<file path="src/common/hpsr_pkg.sv">
// hpsr_pkg: register map, field positions, reset values and timing
// constants for the hub port suspend/resume controller.
// assumes: 8-bit registers on a 32-bit classic wishbone slave.

package hpsr_pkg;

  localparam int NPORTS = 4;

  // ---------------------------------------------------------------
  // register indices (byte address is four times the index)
  // ---------------------------------------------------------------
  localparam logic [7:0] IDX_USC = 8'h1f;
  localparam logic [7:0] IDX_SUSP = 8'h4d;
  localparam logic [7:0] IDX_RES = 8'h4e;
  localparam logic [7:0] IDX_HUBCTL = 8'h60;

  localparam logic [7:0] RST_REG = 8'h00;

  // ---------------------------------------------------------------
  // field positions
  // ---------------------------------------------------------------
  localparam int USC_BUSACT = 3;
  localparam int USC_DMINUS = 4;
  localparam int USC_DPLUS = 5;
  localparam int USC_EPMODE = 6;
  localparam int USC_EPSIZE = 7;
  localparam int SUSP_WAKE = 7;

  // upstream drive override codes
  localparam logic [2:0] UP_ENGINE = 3'h0;
  localparam logic [2:0] UP_J = 3'h1;
  localparam logic [2:0] UP_K = 3'h2;
  localparam logic [2:0] UP_SE0 = 3'h3;
  localparam logic [2:0] UP_LOW = 3'h4;
  localparam logic [2:0] UP_ZLO = 3'h5;
  localparam logic [2:0] UP_LOZ = 3'h6;
  localparam logic [2:0] UP_ZZ = 3'h7;

  // downstream force codes
  localparam logic [1:0] DN_NORMAL = 2'h0;
  localparam logic [1:0] DN_DIFF1 = 2'h1;
  localparam logic [1:0] DN_DIFF0 = 2'h2;
  localparam logic [1:0] DN_SE0 = 2'h3;

  // ---------------------------------------------------------------
  // timing
  // ---------------------------------------------------------------
  localparam longint CLK_HZ = 10_000_000;
  localparam longint WAKE_HOLD_US = 1000;
  localparam int WAKE_HOLD_CYC = int'((WAKE_HOLD_US * CLK_HZ + 999_999)
                                      / 1_000_000);

  // one usb pin pair: drive value and enable per line
  typedef struct packed {
    logic dp_o;
    logic dp_oe;
    logic dm_o;
    logic dm_oe;
  } hpsr_pin_t;

endpackage

</file>
<file path="src/rtl/hpsr_ctrl.sv">
// hpsr_ctrl: suspend/resume control for four downstream hub ports
// plus the upstream status and control register.
// assumes: pins already synchronised to nothing; this module adds two
// flip-flops on every pin input. repeater data arrives pre-resolved.
//
// Overview of operation
// - no normal traffic or foreign resume reaches a suspended port
// - resume on suspended port: reflect K, set resume bit, interrupt
// - disconnect on a suspended port clears its suspend bit
// - wakeup enable gates resume propagation for connect/disconnect events
// - remote wakeup always propagates; enable gates the interrupt for connect/disconnect wakes
// - resume is diff one for low speed, diff zero for full speed
// - suspend and resume registers clear on chip or bus reset
// - resume bits low four, read-only, hardware set, upper bits zero
// - clearing suspend clears resume bit and ends hardware resume
// - resume in suspend: K upstream, reflect, interrupt, wake clocks
// - after wake, firmware held off at least 1 ms
// - upstream drive field selects engine, J, K, SE0, low or hi-z
// - bus-activity flag sticky, engine sets, write 0 clears
// - two read-only bits show live upstream D- and D+ levels
// - two read-write bits select endpoint size and address mode
// - upstream status register clears to zero on reset
// - repeater generates end-of-packet at each frame's EOF1 point while its drive is enabled
// - downstream force field: normal, diff one, diff zero, SE0
//
// Implementation choice: the Wishbone register port.

`timescale 1ns/1ns
`default_nettype none

module hpsr_ctrl #(
  parameter int NPORTS = hpsr_pkg::NPORTS,
  parameter int WAKE_HOLD_CYC = hpsr_pkg::WAKE_HOLD_CYC
) (
  input wire logic i_core_clk,
  input wire logic i_resetn,
  input wire logic i_bus_reset,
  // wishbone classic slave
  input wire logic i_wb_cyc,
  input wire logic i_wb_stb,
  input wire logic i_wb_we,
  input wire logic [31:0] i_wb_adr,
  input wire logic [31:0] i_wb_dat,
  input wire logic [3:0] i_wb_sel,
  output logic [31:0] o_wb_dat,
  output logic o_wb_ack,
  // upstream
  input wire logic i_up_dp,
  input wire logic i_up_dm,
  input wire logic i_eng_dp,
  input wire logic i_eng_dm,
  input wire logic i_eng_oe,
  input wire logic i_eng_activity,
  input wire logic i_hub_suspended,
  input wire logic i_eof1,
  output hpsr_pkg::hpsr_pin_t o_up,
  // repeater data toward downstream ports
  input wire logic i_rpt_dp,
  input wire logic i_rpt_dm,
  input wire logic i_rpt_oe,
  input wire logic i_rpt_resume,
  // downstream ports
  input wire logic [NPORTS-1:0] i_dn_dp,
  input wire logic [NPORTS-1:0] i_dn_dm,
  input wire logic [NPORTS-1:0] i_dn_low_speed,
  input wire logic [NPORTS-1:0] i_dn_enabled,
  input wire logic [NPORTS-1:0] i_dn_connect_evt,
  input wire logic [NPORTS-1:0] i_dn_disconnect_evt,
  input wire logic [2*NPORTS-1:0] i_dn_force,
  output hpsr_pkg::hpsr_pin_t [NPORTS-1:0] o_dn,
  // hub level
  output logic o_hub_irq,
  output logic o_wake_clocks,
  output logic o_fw_hold
);

  // ---------------------------------------------------------------
  // pin synchronisers
  // ---------------------------------------------------------------
  logic [2*NPORTS+1:0] sync1;
  logic [2*NPORTS+1:0] sync2;
  logic [NPORTS-1:0] dn_dp;
  logic [NPORTS-1:0] dn_dm;
  logic up_dp;
  logic up_dm;

  always_ff @(posedge i_core_clk) begin
    if (!i_resetn) begin
      sync1 <= '0;
      sync2 <= '0;
    end else begin
      sync1 <= {i_up_dp, i_up_dm, i_dn_dp, i_dn_dm};
      sync2 <= sync1;
    end
  end

  assign {up_dp, up_dm, dn_dp, dn_dm} = sync2;

  // ---------------------------------------------------------------
  // registers
  // ---------------------------------------------------------------
  logic [2:0] up_drive;
  logic bus_activity;
  logic ep_mode;
  logic ep_size;
  logic [NPORTS-1:0] sel_susp;
  logic remote_wake_en;
  logic [NPORTS-1:0] resume_st;
  logic [NPORTS-1:0] hw_resume;
  logic up_k_drive;
  logic [31:0] wake_cnt;

  logic clr_all;
  assign clr_all = !i_resetn || i_bus_reset;

  // wishbone decode
  logic req;
  logic wr;
  logic [7:0] idx;
  logic [7:0] wdat;
  assign req = i_wb_cyc && i_wb_stb && !o_wb_ack;
  assign idx = i_wb_adr[9:2];
  assign wdat = i_wb_dat[7:0];
  assign wr = req && i_wb_we && i_wb_sel[0];

  function automatic logic hit(input logic [7:0] a, input logic [7:0] r);
    hit = (a == r) && (i_wb_adr[31:10] == '0) && (i_wb_adr[1:0] == 2'b00);
  endfunction

  always_ff @(posedge i_core_clk) begin
    if (!i_resetn) begin
      o_wb_ack <= 1'b0;
      o_wb_dat <= '0;
    end else begin
      o_wb_ack <= req;
      if (req && !i_wb_we) begin
        if (hit(idx, hpsr_pkg::IDX_USC)) begin
          o_wb_dat <= {24'h00_0000, ep_size, ep_mode, up_dp, up_dm,
                       bus_activity, up_drive};
        end else if (hit(idx, hpsr_pkg::IDX_SUSP)) begin
          o_wb_dat <= {24'h00_0000, remote_wake_en, 3'h0, sel_susp};
        end else if (hit(idx, hpsr_pkg::IDX_RES)) begin
          o_wb_dat <= {28'h000_0000, resume_st};
        end else if (hit(idx, hpsr_pkg::IDX_HUBCTL)) begin
          o_wb_dat <= {30'h0000_0000, o_fw_hold, o_wake_clocks};
        end else begin
          o_wb_dat <= '0;
        end
      end
    end
  end

  // upstream status and control; bus reset leaves it alone
  always_ff @(posedge i_core_clk) begin
    if (!i_resetn) begin
      up_drive <= 3'h0;
      ep_mode <= 1'b0;
      ep_size <= 1'b0;
    end else if (wr && hit(idx, hpsr_pkg::IDX_USC)) begin
      up_drive <= wdat[2:0];
      ep_mode <= wdat[hpsr_pkg::USC_EPMODE];
      ep_size <= wdat[hpsr_pkg::USC_EPSIZE];
    end
  end

  // engine set beats a same-cycle firmware clear
  always_ff @(posedge i_core_clk) begin
    if (!i_resetn) begin
      bus_activity <= 1'b0;
    end else if (i_eng_activity) begin
      bus_activity <= 1'b1;
    end else if (wr && hit(idx, hpsr_pkg::IDX_USC) &&
                 !wdat[hpsr_pkg::USC_BUSACT]) begin
      bus_activity <= 1'b0;
    end
  end

  // ---------------------------------------------------------------
  // selective suspend and resume detection
  // ---------------------------------------------------------------
  logic [NPORTS-1:0] resume_cond;
  logic [NPORTS-1:0] next_sel_susp;
  logic susp_wr;
  assign susp_wr = wr && hit(idx, hpsr_pkg::IDX_SUSP);

  generate
    for (genvar p = 0; p < NPORTS; p++) begin : g_det
      // low speed idles J as D-, so its K is D+ high; full speed inverse
      assign resume_cond[p] = i_dn_low_speed[p] ?
                              (dn_dp[p] && !dn_dm[p]) :
                              (!dn_dp[p] && dn_dm[p]);
    end
  endgenerate

  always_comb begin
    next_sel_susp = sel_susp;
    if (susp_wr) begin
      next_sel_susp = wdat[NPORTS-1:0];
    end
    next_sel_susp = next_sel_susp & ~i_dn_disconnect_evt;
  end

  always_ff @(posedge i_core_clk) begin
    if (clr_all) begin
      sel_susp <= '0;
      remote_wake_en <= 1'b0;
    end else begin
      sel_susp <= next_sel_susp;
      if (susp_wr) begin
        remote_wake_en <= wdat[hpsr_pkg::SUSP_WAKE];
      end
    end
  end

  // a detection in the same cycle as a clear still loses: the port is
  // no longer suspended, so its request is meaningless
  always_ff @(posedge i_core_clk) begin
    if (clr_all) begin
      resume_st <= '0;
      hw_resume <= '0;
    end else begin
      for (int p = 0; p < NPORTS; p++) begin
        if (!next_sel_susp[p]) begin
          resume_st[p] <= 1'b0;
          hw_resume[p] <= 1'b0;
        end else if (sel_susp[p] && resume_cond[p]) begin
          resume_st[p] <= 1'b1;
          hw_resume[p] <= 1'b1;
        end
      end
    end
  end

  // ---------------------------------------------------------------
  // global suspend wake and firmware hold-off
  // ---------------------------------------------------------------
  logic wake_evt;
  logic wake_start;
  logic conn_evt;
  logic rmt_evt;
  logic any_new_res;
  assign conn_evt = |(i_dn_connect_evt | i_dn_disconnect_evt);
  assign rmt_evt = |(resume_cond & i_dn_enabled & ~sel_susp);
  assign any_new_res = |(resume_cond & sel_susp & ~resume_st);
  assign wake_evt = i_hub_suspended &&
                    (rmt_evt || (remote_wake_en && conn_evt));
  // a held k must not restart the hold or repeat the interrupt
  assign wake_start = wake_evt && !o_wake_clocks;

  always_ff @(posedge i_core_clk) begin
    if (!i_resetn) begin
      up_k_drive <= 1'b0;
    end else if (wake_evt) begin
      up_k_drive <= 1'b1;
    end else if (!i_hub_suspended) begin
      up_k_drive <= 1'b0;
    end
  end

  always_ff @(posedge i_core_clk) begin
    if (!i_resetn) begin
      o_wake_clocks <= 1'b0;
      wake_cnt <= '0;
      o_fw_hold <= 1'b0;
    end else if (wake_start) begin
      o_wake_clocks <= 1'b1;
      wake_cnt <= 32'(WAKE_HOLD_CYC);
      o_fw_hold <= 1'b1;
    end else if (wake_cnt != '0) begin
      wake_cnt <= wake_cnt - 32'h0000_0001;
    end else begin
      o_fw_hold <= 1'b0;
      o_wake_clocks <= 1'b0;
    end
  end

  // interrupt pulse; the wakeup enable bit gates only its connect/disconnect wake source
  always_ff @(posedge i_core_clk) begin
    if (!i_resetn) begin
      o_hub_irq <= 1'b0;
    end else begin
      o_hub_irq <= any_new_res || wake_start;
    end
  end

  // ---------------------------------------------------------------
  // upstream pin drive
  // ---------------------------------------------------------------
  always_ff @(posedge i_core_clk) begin
    if (!i_resetn) begin
      o_up <= '0;
    end else if (up_k_drive) begin
      o_up <= '{dp_o: 1'b0, dp_oe: 1'b1, dm_o: 1'b1, dm_oe: 1'b1};
    end else begin
      case (up_drive)
        hpsr_pkg::UP_ENGINE: o_up <= '{dp_o: i_eng_dp, dp_oe: i_eng_oe,
                                       dm_o: i_eng_dm, dm_oe: i_eng_oe};
        hpsr_pkg::UP_J: o_up <= '{1'b1, 1'b1, 1'b0, 1'b1};
        hpsr_pkg::UP_K: o_up <= '{1'b0, 1'b1, 1'b1, 1'b1};
        hpsr_pkg::UP_SE0: o_up <= '{1'b0, 1'b1, 1'b0, 1'b1};
        hpsr_pkg::UP_LOW: o_up <= '{1'b0, 1'b1, 1'b0, 1'b1};
        hpsr_pkg::UP_ZLO: o_up <= '{1'b0, 1'b0, 1'b0, 1'b1};
        hpsr_pkg::UP_LOZ: o_up <= '{1'b0, 1'b1, 1'b0, 1'b0};
        default: o_up <= '0;
      endcase
    end
  end

  // ---------------------------------------------------------------
  // downstream pin drive
  // ---------------------------------------------------------------
  logic eop_hold;
  always_ff @(posedge i_core_clk) begin
    if (!i_resetn) begin
      eop_hold <= 1'b0;
    end else begin
      eop_hold <= i_eof1;
    end
  end

  generate
    for (genvar p = 0; p < NPORTS; p++) begin : g_dn
      logic [1:0] frc;
      assign frc = i_dn_force[2*p+1:2*p];
      always_ff @(posedge i_core_clk) begin
        if (!i_resetn) begin
          o_dn[p] <= '0;
        end else if (frc != hpsr_pkg::DN_NORMAL) begin
          case (frc)
            hpsr_pkg::DN_DIFF1: o_dn[p] <= '{1'b1, 1'b1, 1'b0, 1'b1};
            hpsr_pkg::DN_DIFF0: o_dn[p] <= '{1'b0, 1'b1, 1'b1, 1'b1};
            default: o_dn[p] <= '{1'b0, 1'b1, 1'b0, 1'b1};
          endcase
        end else if (hw_resume[p]) begin
          // reflect K in the port's own speed polarity
          o_dn[p] <= '{dp_o: i_dn_low_speed[p], dp_oe: 1'b1,
                       dm_o: !i_dn_low_speed[p], dm_oe: 1'b1};
        end else if (sel_susp[p] || !i_dn_enabled[p]) begin
          o_dn[p] <= '0;
        end else if (up_k_drive) begin
          o_dn[p] <= '{dp_o: i_dn_low_speed[p], dp_oe: 1'b1,
                       dm_o: !i_dn_low_speed[p], dm_oe: 1'b1};
        end else if (i_rpt_oe && (eop_hold || i_eof1)) begin
          o_dn[p] <= '{1'b0, 1'b1, 1'b0, 1'b1};
        end else if (i_rpt_oe || i_rpt_resume) begin
          o_dn[p] <= '{dp_o: i_rpt_dp, dp_oe: 1'b1,
                       dm_o: i_rpt_dm, dm_oe: 1'b1};
        end else begin
          o_dn[p] <= '0;
        end
      end
    end
  endgenerate

endmodule

`default_nettype wire

</file>
<file path="config.mk">
export PLATFORM = sky130hd
export DESIGN_NAME = hpsr_ctrl
export DESIGN_NICKNAME = d
export VERILOG_FILES = /design/src/common/hpsr_pkg.sv /design/src/rtl/hpsr_ctrl.sv
export SDC_FILE = /design/constraint.sdc
export NUM_CORES = 1
export LEC_CHECK = 0
export BUFFER_PORTS_ARGS = -buffer_cell sky130_fd_sc_hd__buf_4
export CORE_ASPECT_RATIO = 1.1
export CORE_MARGIN = 5
export CORE_UTILIZATION = 30
export DETAILED_ROUTE_END_ITERATION = 10
export PLACE_DENSITY = 0.65
export RECOVER_POWER = 25
export SLEW_MARGIN = 20
export SYNTH_ARGS = -nofsm -noshare
export SYNTH_HDL_FRONTEND = slang
export SYNTH_SLANG_ARGS = --single-unit
</file>
<file path="constraint.sdc">
create_clock -name i_core_clk -period 6.67 [get_ports i_core_clk]
set_input_delay 0.3335 -clock i_core_clk [delete_from_list [all_inputs] [get_ports i_core_clk]]
set_output_delay 0.3335 -clock i_core_clk [all_outputs]
set_load 0.005 [all_outputs]
</file>
==> impl_metrics.yaml <==
run_status:
  outcome: "completed"
global_routing:
  grt_max_degree: 33
  antenna_found_initial: 0
  grt_pass1_vias: 3847
  overflow: 0
  gr-usage-all-layers_pct: 13.8
  grt_pass1_wl_um: 19800
cts:
  clkLatencyLatePin_ns: 0.35
  root_buffer: "clkbuf_16"
  htree_levels: 3
  cts_resized: 0
  cts-hold-fix-buffers: 0
  cts_setup_buffers: 0
  cts_made_buffers: 9
  clock-sinks: 96
  path_clk_slew_ns: 0.07
  clk_path_buf_depth: 2
  cts_tree: "done"
worst_setup_path:
  required_ns: 6.92
  critical_path_buf_inv_count: 0
  critPathTopFamily: "simple AND/OR/NAND/NOR gates"
  cp_cell_sequence: "or4_1 > nor4b_2 > nand3_1 > or4_1 > a211oi_1"
  slowest_delay_ns: 0.87
  worstSetupPathType: "register to register"
  r2r-start: "wake_cnt[8]"
  start_kind: "register"
  cp_common_cell: "or4_1"
  r2r_setup_slack_ns: 3.66
  cp_max_fo: 11
  slowest_stage: "nor4b_2"
  r2r_end: "wake_cnt[22]"
  cp.arrival_ns: 3.26
  r2r_cells: 5
  cp-end-kind: "register"
pwr:
  cellInternalPower_mw: 1.36
  share_comb_of_total_power_pct: 42.4
  swShare_pct: 39.9
  vdd_drop_max_v: 0.000200
  p_per_area_nw_per_um2: 388
  clkPwrFrac_pct: 23.3
  p_sw_mw: 0.901
  power.leakage_nw: 2.34
  p_seq_share_pct: 34.3
place:
  gp_congestion: 0.800
  hpwl_um: 9320
  dpl_cell_area_sq_um: 5530
  dp_slack_ns: 3.72
  port_buffers: 120
sta:
  slew_viol_final: 0
  rsz0062_at_grt: "false"
  finalCritPeriodShare_pct: 45.1
  setup_ws_ns: 3.66
  fin_worst_skew_ns: 0.00985
  setup_viol: 0
  tightest_slew_ns: 1.10
  period_minus_slack_ns: 3.01
  relSlewSlack_pct: 26.4
  clock.fmax_mhz: 333
  final.setup.tns_ns: 0
  final-hold-violation-count: 0
layout:
  drive_above_1_share_pct: 23.7
  ff_latch_area_sq_um: 1920
  final_nets: 747
  design_area_sq_um: 5830
  area_growth_pct: 26.7
  diodes: 0
  multi_input_area_sq_um: 2380
  nFillCells: 1590
routing:
  via_per_inst: 4.87
  drt-total-wl_um: 12200
  drt_iter0_markers: 218
  vias: 4031
  avgRoutedWirePerCell_um: 14.7
  drt_first_pass_iters: 5
  drtAntennaViolNets: 0
  drcViolationCount: 0
min_path:
  hold_path.class: "input port to register"
  whs_endpoint: "o_dn[3]"
  hold_depth: 2
  hp-start: "i_dn_force[1]"
run:
  maxCapViolations: 0
synth:
  ys_ff_latch: 96
  ys_top_cells_by_count: "96 x dfxtp_1, 54 x nor2_1, 41 x nor3_1"
  synthTopCellsByArea: "dfxtp_1 42%, buf_4 4.7%, nor3_1 4.5%, nor2_1 4.4%, xor2_1 4.4%"
  syn_area_sq_um: 4600
  yosysMostFrequentCell: "dfxtp_1"
  async_reset_ff_share_pct: 0
  yosysTopAreaCell: "dfxtp_1"
  yosysTopAreaCellShare_pct: 41.8
  synth_edf_count: 0
  synth_ff_type: "dfxtp_1"
  avgSynthCellArea_sq_um: 8.74
  synth_cell_types: 63
  synth_cells: 526
  ys_warn_count: 0
  yosysSeqAreaShare_pct: 41.8
floorplanning:
  core.rowCount: 47
  core_sq_um: 15100
  chipHeight_um: 140
  die_x_um: 128
  initial_core_util_pct: 30.5
  dieArea_sq_um: 17900
  pin_count: 174
logic make-up (layout without fill, tap and decap cells):
kind of cell,count (synthesis),in the layout,share of synthesized area [%]
adders and majority gates,2,2,0.544
muxes,11,11,2.42
AOI/OAI and AO/OA,94,94,14.3
DFF,96,96,41.8
other,1,24,0.0816
buffers and inverters,71,154,8.35
xor gates and xnor gates,25,25,4.76
and+or+nand+nor,226,226,27.7
cell usage in the layout (no fill, tap or decap), types with 7 or more instances in the layout:
master     count
mux2i_1       10
nor4_1        25
clkbuf_4      10
o21ai_0       19
xor2_1        23
conb_1        24
nor3b_1        7
inv_1         15
buf_4        111
and2_1        13
dfxtp_1       96
nor2_1        54
clkbuf_16      9
and2_0        10
a21oi_1       17
nor3_1        41
nand4_1       10
a211oi_1       9
nand2_1       19
sequential cells by signal, indices dropped and copies added, names as in the netlist, 3 cells and up:
| register | count |
|---|---|
| hw_resume | 3 |
| o_dn | 12 |
| o_up | 4 |
| o_wb_dat | 8 |
| sel_susp | 4 |
| sync1 | 10 |
| sync2 | 10 |
| up_drive | 3 |
| wake_cnt | 32 |
power groups by stage:
stage	clock network (mW)	registers, mW	logic [mW]
2_1_floorplan	0	0.763	0.810
3_3_place_gp	0	0.784	0.940
3_5_place_dp	0	0.784	0.949
4_1_cts	0.543	0.774	0.958
5_1_grt	0.567	0.792	1.07
6_report	0.526	0.775	0.958
per-stage QoR:
stage               power, mW  util, %  hold slack (ns)  cells
finish                   2.26     38.7            0.160    828
global route             2.43     38.7            0.146    828
CTS                      2.28     38.7            0.146    828
detailed placement       1.73     36.7            0.417    812
global placement         1.72     36.7            0.415    812
floorplan                1.57        -            0.406    549
cell type report:
| cell class | count | area share, % |
|---|---|---|
| flip-flops and latches | 96 | 33.0 |
| inverters | 15 | 0.966 |
| repair buffers | 123 | 15.7 |
| clock inverters | 5 | 0.945 |
| clock buffers | 11 | 4.34 |
| well taps | 196 | 4.21 |
| multi-input cells | 382 | 40.8 |
worst max-delay path by stage:
stage	to	start	slack, ns	depth (start not counted)
after detailed placement	wake_cnt[22]	wake_cnt[8]	3.72	5
final	wake_cnt[22]	wake_cnt[8]	3.66	5
after global routing	wake_cnt[22]	wake_cnt[8]	3.36	5
after CTS	wake_cnt[22]	wake_cnt[8]	3.68	5
after floorplan	wake_cnt[4]	wake_cnt[8]	4.40	7
after global placement	wake_cnt[22]	wake_cnt[8]	3.76	5
per-layer routing:
| layer | GRT usage (%) | share of wire (%) | vias up | wire, um |
|---|---|---|---|---|
| li1 | - | - | 2047 | - |
| met1 | 18.8 | 46 | 1851 | 5550 |
| met2 | 21.0 | 45 | 116 | 5470 |
| met3 | 3.30 | 7.0 | 17 | 856 |
| met4 | 5.42 | 2.4 | 0 | 295 |
| met5 | 0 | 0 | - | 0 |
(Power assumes the default switching activity.)
